<file path="src/cfd_map.vh">
// Constants of the compute field opcode decoder: fields, opcodes, classes, registers.
// Assumes inclusion by bare name from the decoder design files.
`ifndef CFD_MAP_VH
`define CFD_MAP_VH
// ================================
// Compute field layout
`define CFD_MULTI_BIT 22
`define CFD_UNIT_HI 21
`define CFD_UNIT_LO 20
`define CFD_OPC_HI 19
`define CFD_OPC_LO 12
`define CFD_IMM_OPC_HI 21
`define CFD_IMM_OPC_LO 16
`define CFD_TYPE_SHIFT_IMM 6'h06
`define CFD_MRX_TAG 6'h20
// ================================
// Unit select codes
`define CFD_UNIT_ALU 2'h0
`define CFD_UNIT_MUL 2'h1
`define CFD_UNIT_SHF 2'h2
// ================================
// Float ALU opcodes
`define CFD_FA_ADD 8'h81
`define CFD_FA_SUB 8'h82
`define CFD_FA_ABSADD 8'h91
`define CFD_FA_ABSSUB 8'h92
`define CFD_FA_HALF 8'h89
`define CFD_FA_COMP 8'h8a
`define CFD_FA_NEG 8'ha2
`define CFD_FA_ABS 8'hb0
`define CFD_FA_PASS 8'ha1
`define CFD_FA_RND 8'ha5
`define CFD_FA_SCALE 8'hbd
`define CFD_FA_FRAC_EXT 8'had
`define CFD_FA_EXP_EXT 8'hc1
`define CFD_FA_FIXBY 8'hd9
`define CFD_FA_FIX 8'hc9
`define CFD_FA_TRNBY 8'hdd
`define CFD_FA_TRN 8'hcd
`define CFD_FA_FLTBY 8'hda
`define CFD_FA_FLT 8'hca
`define CFD_FA_RCP 8'hc4
`define CFD_FA_RSQ 8'hc5
`define CFD_FA_CPSGN 8'he0
`define CFD_FA_MIN 8'he1
// ================================
// Multiplier opcodes and groups
`define CFD_MU_FMUL 8'h30
`define CFD_MU_CLRF 8'h14
`define CFD_MU_CLRB 8'h16
`define CFD_MG_PROD 2'h1
`define CFD_MG_ADD 2'h2
`define CFD_MG_SUB 2'h3
`define CFD_MG_SAT 4'h0
`define CFD_MG_RND 4'h1
// ================================
// Shifter opcodes
`define CFD_SH_EXP 8'h80
`define CFD_SH_EXPX 8'h84
`define CFD_SH_LZ 8'h88
`define CFD_SH_LO 8'h8c
`define CFD_SH_PACK 8'h90
`define CFD_SH_UNPK 8'h94
`define CFD_SH_BDEP 8'h74
`define CFD_SH_BEXT 8'h50
`define CFD_SH_BEXTNU 8'h58
`define CFD_SH_WRPW 8'h7c
`define CFD_SH_WRPR 8'h70
`define CFD_SHF_SLICE_HI 38
`define CFD_SHF_SLICE_LO 9
// ================================
// Decoded operation classes
`define CFD_CL_NONE 4'h0
`define CFD_CL_ALUF 4'h1
`define CFD_CL_PROD 4'h2
`define CFD_CL_MADD 4'h3
`define CFD_CL_MSUB 4'h4
`define CFD_CL_SAT 4'h5
`define CFD_CL_RND 4'h6
`define CFD_CL_CLR 4'h7
`define CFD_CL_FMUL 4'h8
`define CFD_CL_XFER 4'h9
`define CFD_CL_SH1 4'ha
`define CFD_CL_SH2 4'hb
`define CFD_CL_STRM 4'hc
// ================================
// Register offsets and reset values
`define CFD_REG_CTRL 8'h00
`define CFD_REG_STATUS 8'h04
`define CFD_REG_UNDEF 8'h08
`define CFD_CTRL_RST 2'h3
`define CFD_CTRL_DEC_EN 0
`define CFD_CTRL_STRM_EN 1
`endif

</file>
<file path="src/cfd_decoder.v">
// Compute field opcode decoder for the ALU, multiplier and shifter.
// Assumes the sequencer issues one compute field per cycle on CLK_SYS.
`timescale 1ns/100ps
`include "cfd_map.vh"
module cfd_decoder (
	// Clock and reset
	input wire CLK_SYS,
	input wire NRST,
	// Instruction issue
	input wire ISSUE_VALID,
	input wire [22:0] COMPUTE_FIELD,
	input wire [5:0] INSTR_TYPE,
	// Decoded controls
	output wire DEC_VALID,
	output wire [1:0] DEC_UNIT,
	output wire [3:0] DEC_CLASS,
	output wire [7:0] DEC_OPCODE,
	output wire [3:0] DEC_RN,
	output wire [3:0] DEC_RX,
	output wire [3:0] DEC_RY,
	output wire DEC_SIGN_X,
	output wire DEC_SIGN_Y,
	output wire DEC_FRAC,
	output wire DEC_ROUND,
	output wire DEC_ACC_BACK,
	output wire DEC_RES_WR,
	output wire DEC_ACC_WR,
	output wire DEC_TO_ACC,
	output wire [3:0] DEC_ACC_PART,
	output wire DEC_Y_IMM,
	output wire [7:0] DEC_IMM,
	output wire DEC_FIXED_SLICE,
	output wire DEC_FOREIGN,
	output wire DEC_UNDEF,
	// APB register port
	input wire PSEL,
	input wire PENABLE,
	input wire PWRITE,
	input wire [7:0] PADDR,
	input wire [31:0] PWDATA,
	output wire [31:0] PRDATA,
	output wire PREADY,
	output wire PSLVERR
);
	// ================================
	// Opcode tables
	function alu_float_ok;
		input [7:0] op;
		begin
			case (op)
				`CFD_FA_ADD, `CFD_FA_SUB, `CFD_FA_ABSADD, `CFD_FA_ABSSUB,
				`CFD_FA_HALF, `CFD_FA_COMP, `CFD_FA_NEG, `CFD_FA_ABS,
				`CFD_FA_PASS, `CFD_FA_RND, `CFD_FA_SCALE: alu_float_ok = 1'b1;
				`CFD_FA_FIXBY, `CFD_FA_FIX, `CFD_FA_TRNBY, `CFD_FA_TRN,
				`CFD_FA_FLTBY, `CFD_FA_FLT: alu_float_ok = 1'b1;
				`CFD_FA_RCP, `CFD_FA_RSQ, `CFD_FA_CPSGN, `CFD_FA_MIN,
				`CFD_FA_FRAC_EXT, `CFD_FA_EXP_EXT: alu_float_ok = 1'b1;
				default: alu_float_ok = 1'b0;
			endcase
		end
	endfunction

	function [3:0] shf_class;
		input [7:0] op;
		input strm_en;
		begin
			case (op)
				`CFD_SH_EXP, `CFD_SH_EXPX, `CFD_SH_LZ, `CFD_SH_LO,
				`CFD_SH_PACK, `CFD_SH_UNPK: shf_class = `CFD_CL_SH1;
				`CFD_SH_BDEP, `CFD_SH_BEXT, `CFD_SH_BEXTNU,
				`CFD_SH_WRPW, `CFD_SH_WRPR:
					shf_class = strm_en ? `CFD_CL_STRM : `CFD_CL_NONE;
				default: shf_class = `CFD_CL_SH2;
			endcase
		end
	endfunction

	// ================================
	// Register port and control bits
	wire [1:0] ctrl;
	wire dec_en = ctrl[`CFD_CTRL_DEC_EN];
	wire strm_en = ctrl[`CFD_CTRL_STRM_EN];
	reg valid_reg;
	reg [1:0] unit_reg;
	reg [3:0] class_reg;
	reg [7:0] opcode_reg;
	reg undef_reg;
	reg foreign_reg;
	reg undef_seen_reg;
	wire [31:0] status = {16'h0, opcode_reg, class_reg, foreign_reg, undef_seen_reg, unit_reg};

	cfd_apb_regs u_regs (
		.clk(CLK_SYS),
		.nrst(NRST),
		.psel(PSEL),
		.penable(PENABLE),
		.pwrite(PWRITE),
		.paddr(PADDR),
		.pwdata(PWDATA),
		.prdata(PRDATA),
		.pready(PREADY),
		.pslverr(PSLVERR),
		.status_in(status),
		.undef_pulse(undef_reg),
		.ctrl_out(ctrl)
	);

	// ================================
	// Field extraction
	wire [7:0] opc = COMPUTE_FIELD[`CFD_OPC_HI:`CFD_OPC_LO];
	wire [5:0] imm_opc = COMPUTE_FIELD[`CFD_IMM_OPC_HI:`CFD_IMM_OPC_LO];
	wire [1:0] unit_sel = COMPUTE_FIELD[`CFD_UNIT_HI:`CFD_UNIT_LO];
	wire [1:0] dst = opc[2:1];

	// ================================
	// Next values of the decoded controls
	reg valid_next;
	reg [1:0] unit_next;
	reg [3:0] class_next;
	reg [7:0] opcode_next;
	reg [3:0] rn_next;
	reg [3:0] rx_next;
	reg [3:0] ry_next;
	reg sx_next;
	reg sy_next;
	reg frac_next;
	reg round_next;
	reg back_next;
	reg res_wr_next;
	reg acc_wr_next;
	reg to_acc_next;
	reg [3:0] part_next;
	reg y_imm_next;
	reg [7:0] imm_next;
	reg slice_next;
	reg foreign_next;
	reg undef_next;

	// Main decode
	always @* begin
		valid_next = 1'b0;
		unit_next = unit_sel;
		class_next = `CFD_CL_NONE;
		opcode_next = opc;
		rn_next = COMPUTE_FIELD[11:8];
		rx_next = COMPUTE_FIELD[7:4];
		ry_next = COMPUTE_FIELD[3:0];
		sx_next = 1'b0;
		sy_next = 1'b0;
		frac_next = 1'b0;
		round_next = 1'b0;
		back_next = 1'b0;
		res_wr_next = 1'b0;
		acc_wr_next = 1'b0;
		to_acc_next = 1'b0;
		part_next = 4'h0;
		y_imm_next = 1'b0;
		imm_next = 8'h0;
		slice_next = 1'b0;
		foreign_next = 1'b0;
		if (ISSUE_VALID & dec_en) begin
			valid_next = 1'b1;
			if (INSTR_TYPE == `CFD_TYPE_SHIFT_IMM) begin
				// Immediate shift: y comes from the instruction
				unit_next = `CFD_UNIT_SHF;
				opcode_next = {imm_opc, 2'b00};
				class_next = shf_class({imm_opc, 2'b00}, strm_en);
				imm_next = COMPUTE_FIELD[15:8];
				rn_next = COMPUTE_FIELD[7:4];
				rx_next = COMPUTE_FIELD[3:0];
				ry_next = 4'h0;
				y_imm_next = 1'b1;
				slice_next = 1'b1;
				res_wr_next = 1'b1;
			end else if (COMPUTE_FIELD[22:17] == `CFD_MRX_TAG) begin
				// Accumulator slice transfer
				unit_next = `CFD_UNIT_MUL;
				class_next = `CFD_CL_XFER;
				opcode_next = 8'h0;
				to_acc_next = COMPUTE_FIELD[16];
				part_next = COMPUTE_FIELD[15:12];
				rn_next = COMPUTE_FIELD[11:8];
				back_next = COMPUTE_FIELD[14];
				if ((COMPUTE_FIELD[15] == 1'b0) & (COMPUTE_FIELD[13:12] != 2'h3)) begin
					res_wr_next = ~COMPUTE_FIELD[16];
					acc_wr_next = COMPUTE_FIELD[16];
				end else begin
					class_next = `CFD_CL_NONE;
				end
			end else if (COMPUTE_FIELD[`CFD_MULTI_BIT]) begin
				// Multifunction forms are decoded elsewhere
				foreign_next = 1'b1;
			end else begin
				slice_next = (unit_sel == `CFD_UNIT_SHF);
				case (unit_sel)
					`CFD_UNIT_ALU: begin
						if (!opc[7]) begin
							foreign_next = 1'b1;
						end else if (alu_float_ok(opc)) begin
							class_next = `CFD_CL_ALUF;
							res_wr_next = (opc != `CFD_FA_COMP);
						end
					end
					`CFD_UNIT_MUL: begin
						if (opc == `CFD_MU_FMUL) begin
							class_next = `CFD_CL_FMUL;
							res_wr_next = 1'b1;
						end else if (opc[7:6] != 2'h0) begin
							// Product, accumulate or subtract
							sy_next = opc[5];
							sx_next = opc[4];
							frac_next = opc[3];
							round_next = opc[0] & ~dst[1];
							back_next = dst[0];
							case (opc[7:6])
								`CFD_MG_PROD: class_next = `CFD_CL_PROD;
								`CFD_MG_ADD: class_next = `CFD_CL_MADD;
								`CFD_MG_SUB: class_next = `CFD_CL_MSUB;
								default: class_next = `CFD_CL_NONE;
							endcase
							if ((opc[7:6] == `CFD_MG_PROD) & (dst == 2'h1)) begin
								class_next = `CFD_CL_NONE;
							end else begin
								res_wr_next = ~dst[1];
								acc_wr_next = dst[1];
							end
						end else if (opc[7:4] == `CFD_MG_SAT) begin
							// Saturation takes integer forms only
							sx_next = opc[0];
							sy_next = opc[0];
							back_next = dst[0];
							if (!opc[3]) begin
								class_next = `CFD_CL_SAT;
								res_wr_next = ~dst[1];
								acc_wr_next = dst[1];
							end
						end else if (opc[7:4] == `CFD_MG_RND) begin
							if (opc[3]) begin
								class_next = `CFD_CL_RND;
								sx_next = opc[0];
								sy_next = opc[0];
								frac_next = 1'b1;
								back_next = dst[0];
								res_wr_next = ~dst[1];
								acc_wr_next = dst[1];
							end else if ((opc == `CFD_MU_CLRF) | (opc == `CFD_MU_CLRB)) begin
								class_next = `CFD_CL_CLR;
								back_next = opc[1];
								acc_wr_next = 1'b1;
							end
						end
					end
					`CFD_UNIT_SHF: begin
						class_next = shf_class(opc, strm_en);
						res_wr_next = (class_next != `CFD_CL_NONE);
						y_imm_next = 1'b0;
					end
					default: class_next = `CFD_CL_NONE;
				endcase
			end
		end
		undef_next = valid_next & ~foreign_next & (class_next == `CFD_CL_NONE);
		if (undef_next) begin
			// Undefined opcode writes nothing
			res_wr_next = 1'b0;
			acc_wr_next = 1'b0;
		end
	end

	// ================================
	// Output registers
	reg [3:0] rn_reg;
	reg [3:0] rx_reg;
	reg [3:0] ry_reg;
	reg sx_reg;
	reg sy_reg;
	reg frac_reg;
	reg round_reg;
	reg back_reg;
	reg res_wr_reg;
	reg acc_wr_reg;
	reg to_acc_reg;
	reg [3:0] part_reg;
	reg y_imm_reg;
	reg [7:0] imm_reg;
	reg slice_reg;

	// Decoded controls leave one edge after issue
	always @(posedge CLK_SYS) begin
		if (!NRST) begin
			valid_reg <= 1'b0;
			unit_reg <= 2'h0;
			class_reg <= `CFD_CL_NONE;
			opcode_reg <= 8'h0;
			rn_reg <= 4'h0;
			rx_reg <= 4'h0;
			ry_reg <= 4'h0;
			sx_reg <= 1'b0;
			sy_reg <= 1'b0;
			frac_reg <= 1'b0;
			round_reg <= 1'b0;
			back_reg <= 1'b0;
			res_wr_reg <= 1'b0;
			acc_wr_reg <= 1'b0;
			to_acc_reg <= 1'b0;
			part_reg <= 4'h0;
			y_imm_reg <= 1'b0;
			imm_reg <= 8'h0;
			slice_reg <= 1'b0;
			foreign_reg <= 1'b0;
			undef_reg <= 1'b0;
		end else begin
			valid_reg <= valid_next;
			unit_reg <= unit_next;
			class_reg <= class_next;
			opcode_reg <= opcode_next;
			rn_reg <= rn_next;
			rx_reg <= rx_next;
			ry_reg <= ry_next;
			sx_reg <= sx_next;
			sy_reg <= sy_next;
			frac_reg <= frac_next;
			round_reg <= round_next;
			back_reg <= back_next;
			res_wr_reg <= res_wr_next;
			acc_wr_reg <= acc_wr_next;
			to_acc_reg <= to_acc_next;
			part_reg <= part_next;
			y_imm_reg <= y_imm_next;
			imm_reg <= imm_next;
			slice_reg <= slice_next;
			foreign_reg <= foreign_next;
			undef_reg <= undef_next;
		end
	end

	// Undefined flag of the last valid issue, for the status register
	always @(posedge CLK_SYS) begin
		if (!NRST)
			undef_seen_reg <= 1'b0;
		else if (valid_next)
			undef_seen_reg <= undef_next;
	end

	// ================================
	// Port drive
	assign DEC_VALID = valid_reg;
	assign DEC_UNIT = unit_reg;
	assign DEC_CLASS = class_reg;
	assign DEC_OPCODE = opcode_reg;
	assign DEC_RN = rn_reg;
	assign DEC_RX = rx_reg;
	assign DEC_RY = ry_reg;
	assign DEC_SIGN_X = sx_reg;
	assign DEC_SIGN_Y = sy_reg;
	assign DEC_FRAC = frac_reg;
	assign DEC_ROUND = round_reg;
	assign DEC_ACC_BACK = back_reg;
	assign DEC_RES_WR = res_wr_reg;
	assign DEC_ACC_WR = acc_wr_reg;
	assign DEC_TO_ACC = to_acc_reg;
	assign DEC_ACC_PART = part_reg;
	assign DEC_Y_IMM = y_imm_reg;
	assign DEC_IMM = imm_reg;
	assign DEC_FIXED_SLICE = slice_reg;
	assign DEC_FOREIGN = foreign_reg;
	assign DEC_UNDEF = undef_reg;
endmodule

</file>
<file path="src/cfd_apb_regs.v">
// APB register slave of the compute field decoder.
// Assumes a single clock with the decoder and a well-behaved APB master.
`timescale 1ns/100ps
`include "cfd_map.vh"
module cfd_apb_regs (
	// Clock and reset
	input wire clk,
	input wire nrst,
	// APB slave
	input wire psel,
	input wire penable,
	input wire pwrite,
	input wire [7:0] paddr,
	input wire [31:0] pwdata,
	output wire [31:0] prdata,
	output wire pready,
	output wire pslverr,
	// Decoder side
	input wire [31:0] status_in,
	input wire undef_pulse,
	output wire [1:0] ctrl_out
);
	reg [1:0] ctrl_reg;
	reg [15:0] undef_cnt_reg;
	reg [31:0] prdata_reg;
	reg pready_reg;
	reg pslverr_reg;
	wire setup_ph = psel & ~penable;
	wire wr_done = psel & penable & pready_reg & pwrite;
	wire hit = (paddr == `CFD_REG_CTRL) | (paddr == `CFD_REG_STATUS) | (paddr == `CFD_REG_UNDEF);
	// ================================
	// Answer prepared in setup, ready in access phase
	always @(posedge clk) begin
		if (!nrst) begin
			prdata_reg <= 32'h0;
			pready_reg <= 1'b0;
			pslverr_reg <= 1'b0;
		end else begin
			pready_reg <= setup_ph;
			pslverr_reg <= setup_ph & ~hit;
			if (setup_ph & ~pwrite) begin
				case (paddr)
					`CFD_REG_CTRL: prdata_reg <= {30'h0, ctrl_reg};
					`CFD_REG_STATUS: prdata_reg <= status_in;
					`CFD_REG_UNDEF: prdata_reg <= {16'h0, undef_cnt_reg};
					default: prdata_reg <= 32'h0;
				endcase
			end else begin
				prdata_reg <= 32'h0;
			end
		end
	end
	// Control write and undefined counter; a count wins over a clear
	always @(posedge clk) begin
		if (!nrst) begin
			ctrl_reg <= `CFD_CTRL_RST;
			undef_cnt_reg <= 16'h0;
		end else begin
			if (wr_done & (paddr == `CFD_REG_CTRL))
				ctrl_reg <= pwdata[1:0];
			if (undef_pulse & (undef_cnt_reg != 16'hffff))
				undef_cnt_reg <= undef_cnt_reg + 16'h1;
			else if (wr_done & (paddr == `CFD_REG_UNDEF))
				undef_cnt_reg <= 16'h0;
		end
	end
	assign prdata = prdata_reg;
	assign pready = pready_reg;
	assign pslverr = pslverr_reg;
	assign ctrl_out = ctrl_reg;
endmodule

</file>
<file path="config.mk">
export PLATFORM = sky130hd
export DESIGN_NAME = cfd_decoder
export DESIGN_NICKNAME = d
export VERILOG_FILES = /design/src/cfd_decoder.v /design/src/cfd_apb_regs.v
export VERILOG_INCLUDE_DIRS = /design/src
export SDC_FILE = /design/constraint.sdc
export NUM_CORES = 1
export LEC_CHECK = 0
export ABC_CLOCK_PERIOD_IN_PS = 6400
export BUFFER_PORTS_ARGS = -buffer_cell sky130_fd_sc_hd__buf_4
export CAP_MARGIN = 20
export CORE_MARGIN = 8
export CORE_UTILIZATION = 52
export DETAILED_ROUTE_END_ITERATION = 12
export HOLD_SLACK_MARGIN = 0.02
export MAX_ROUTING_LAYER = met4
export PLACE_DENSITY = 0.85
export SYNTH_ARGS = -nofsm -noshare
export SYNTH_HDL_FRONTEND = slang
export SYNTH_SLANG_ARGS = --single-unit
</file>
<file path="constraint.sdc">
create_clock -name CLK_SYS -period 6.4 [get_ports CLK_SYS]
set_input_delay 1.28 -clock CLK_SYS [delete_from_list [all_inputs] [get_ports CLK_SYS]]
set_output_delay 1.28 -clock CLK_SYS [all_outputs]
set_load 0.03 [all_outputs]
</file>
==> flow_summary.ini <==
[outcome]
status = completed

[critical_path]
r2r-start = u_regs.undef_cnt_reg[0]
path_class = in2reg
critPathCaptureType = register
crit_arrival_ns = 3.64
required_ns = 6.65
crit_start = COMPUTE_FIELD[18]
crit_path_max_fanout = 10
start_kind = input pin

[die]
fp.coreArea_um2 = 7650
floorplan.die_area_um2 = 10900
io_pins = 160
num_rows = 32
start_util_pct = 53.0
die-width_um = 104
die-height_um = 104

[sta]
fin_ws_ns = 3.00
finalCritPeriodShare_pct = 53.1
final.min_clock_period_ns = 3.40
worstMarginPinSlew_ns = 0.827
fmax_mhz = 294
slew_headroom_pct = 44.8
setup_viol = 0
skew_ns = 0.00888
drv_slew = 0
rsz0062_at_grt = no
final_hold_viol_count = 0
final.setup.tns_ns = 0

[global_routing]
grt_pass1_vias = 4119
grt_max_degree = 32
grt_pass1_wl_um = 19800
antenna_found_initial = 0
overflow = 0
grt_use_total_pct = 22.3

[clock_tree]
clock-sinks = 88
root_buffer = clkbuf_8
ctsHoldBuffers = 0
cts_tree = yes
cts_resized = 0
postCtsSetupBuffers = 0
clkSlewWorstSetupHoldPaths_ns = 0.09
cts_buffer_depth = 2
htreeDepth = 3
cts_made_buffers = 9
insertion_delay_ns = 0.35

[synthesis]
synth.area.mux_share_pct = 0.741
synth_simple_gate_area_share_pct = 25.3
synth_cell_types = 65
synth_compound_area_share_pct = 22.1
synth_edf_count = 0
synth_top_family_by_area = simple AND/OR/NAND/NOR gates
yosysSeqAreaShare_pct = 43.5
synthCells = 481
ys.flop_type = dfxtp_1
yosys_warnings = 0
avgSynthCellArea_um2 = 8.42
synthArstFlopShare_pct = 0
synthAdderAreaFrac_pct = 1.54
synthXorXnorAreaFrac_pct = 0
synth-seq-cells = 88
netlist_area_um2 = 4050

[power]
vdd_drop_max_uv = 101
powerDensity_nw_per_um2 = 217
p_leak_nw = 2.17

[place]
pre_cts_ws_ns = 2.70
gp_congestion = 0.922
dp_hpwl_um = 8870
port_buffers = 113

[min_path]
hold_class = reg2reg
hold_start = DEC_UNIT[1]

[route]
postRouteAntennaNets = 0
drc = 0
drt-total-wl_um = 12300
first_pass_iters = 5
wl_per_cell_um = 17.8
drt_iter0_markers = 310
via_count = 4057
vias_per_cell = 5.89

[final_layout]
drive_gt1_share_pct = 25.2
nNetsFinal = 662
syn_to_final_growth_pct = 25.4
diodes = 0

[job]
maxCapViolCount = 0
cells in the final DEF, fill, tap and decap left out, types with 3 or more instances in the layout:
| cell | netlist | layout |
|---|---|---|
| a211oi_1 | 3 | 3 |
| a21boi_1 | 4 | 4 |
| a21oi_1 | 31 | 31 |
| a22o_1 | 3 | 3 |
| a22oi_1 | 17 | 17 |
| a31oi_1 | 4 | 4 |
| and2_1 | 9 | 9 |
| and3_1 | 17 | 17 |
| buf_4 | 16 | 115 |
| clkbuf_8 | 0 | 10 |
| conb_1 | 1 | 16 |
| dfxtp_1 | 88 | 88 |
| ha_1 | 5 | 5 |
| inv_1 | 12 | 12 |
| mux2i_1 | 3 | 3 |
| nand2_1 | 52 | 52 |
| nand2b_1 | 5 | 5 |
| nand3_1 | 15 | 15 |
| nand3b_1 | 3 | 3 |
| nand4_1 | 3 | 3 |
| nor2_1 | 50 | 50 |
| nor2b_1 | 8 | 8 |
| nor3_1 | 16 | 16 |
| nor4_1 | 4 | 4 |
| nor4b_1 | 4 | 4 |
| o211ai_1 | 5 | 5 |
| o21a_1 | 10 | 10 |
| o21ai_0 | 21 | 21 |
| o31ai_1 | 3 | 3 |
| or2_2 | 3 | 3 |
cell families (layout without fill, tap and decap cells):
family | after synthesis | after routing
compound gates | 129 | 129
buf+inv | 53 | 144
mux | 3 | 3
flops | 88 | 88
other cells | 1 | 16
simple gates | 202 | 202
fa+ha+maj | 5 | 5
path summary, 6_finish.rpt:
path	slack, ns	cells after the start	endpoint
max	3.00	9	undef_seen_reg
min	0.52	2	u_regs.prdata[1]
max reg2reg	3.68	7	u_regs.undef_cnt_reg[2]
min reg2reg	0.52	2	u_regs.prdata[1]
final cells by class:
cell class | instances | area [um2]
Clock buffer | 10 | 138
Clock inverter | 6 | 67.6
Multi-Input combinational cell | 355 | 2070
Tap cell | 102 | 128
Fill cell | 633 | 2570
Timing Repair Buffer | 115 | 863
Sequential cell | 88 | 1760
Inverter | 13 | 48.8
metrics by stage:
stage | cell area (um2) | total power, mW | hold slack, ns | util (%) | cells
global route | 5080 | 1.14 | 0.540 | 66.4 | 689
floorplan | 4110 | 0.672 | 0.445 | - | 496
detailed placement | 4860 | 0.722 | 0.500 | 63.5 | 671
finish | 5080 | 1.10 | 0.521 | 66.4 | 689
global placement | 4860 | 0.720 | 0.472 | 63.5 | 671
CTS | 5060 | 1.10 | 0.523 | 66.2 | 687
synthesized netlist by cell type, types with 4 or more instances:
master | count | area (um2)
a21boi_1 | 4 | 30.0
a21oi_1 | 31 | 155
a22oi_1 | 17 | 128
a31oi_1 | 4 | 25.0
and2_1 | 9 | 56.3
and3_1 | 17 | 106
buf_2 | 6 | 30.0
buf_4 | 16 | 120
clkbuf_1 | 17 | 63.8
dfxtp_1 | 88 | 1760
ha_1 | 5 | 62.6
inv_1 | 12 | 45.0
nand2_1 | 52 | 195
nand2b_1 | 5 | 31.3
nand3_1 | 15 | 75.1
nor2_1 | 50 | 188
nor2b_1 | 8 | 50.1
nor3_1 | 16 | 80.1
nor4_1 | 4 | 25.0
nor4b_1 | 4 | 35.0
o211ai_1 | 5 | 37.5
o21a_1 | 10 | 75.1
o21ai_0 | 21 | 105
worst max-delay path, cell delays in order:
cell and delay [ns]:
buf_4 0.15, inv_1 0.08, ha_1 0.39, clkinv_1 0.34, a2111oi_0 0.59, o2111a_1 0.31, nor4b_1 0.06, nor3b_2 0.19
a31o_2 0.26
power by group:
group	internal, mW	switching (mW)	leakage (nW)
sequential	0.558	0.00675	0.716
clock	0.192	0.199	0.0989
combinational	0.0531	0.0945	1.36
total	0.804	0.300	2.17
layer usage:
| layer | wire (um) | up-vias | part of all wire [%] | global-route usage, % |
|---|---|---|---|---|
| li1 | - | 1880 | - | - |
| met1 | 4620 | 1915 | 38 | 24.3 |
| met2 | 6430 | 231 | 52 | 38.8 |
| met3 | 949 | 31 | 7.7 | 4.52 |
| met4 | 270 | 0 | 2.2 | 9.10 |
| met5 | 0 | - | 0 | - |
No activity file was read; power rests on OpenSTA's default activity.
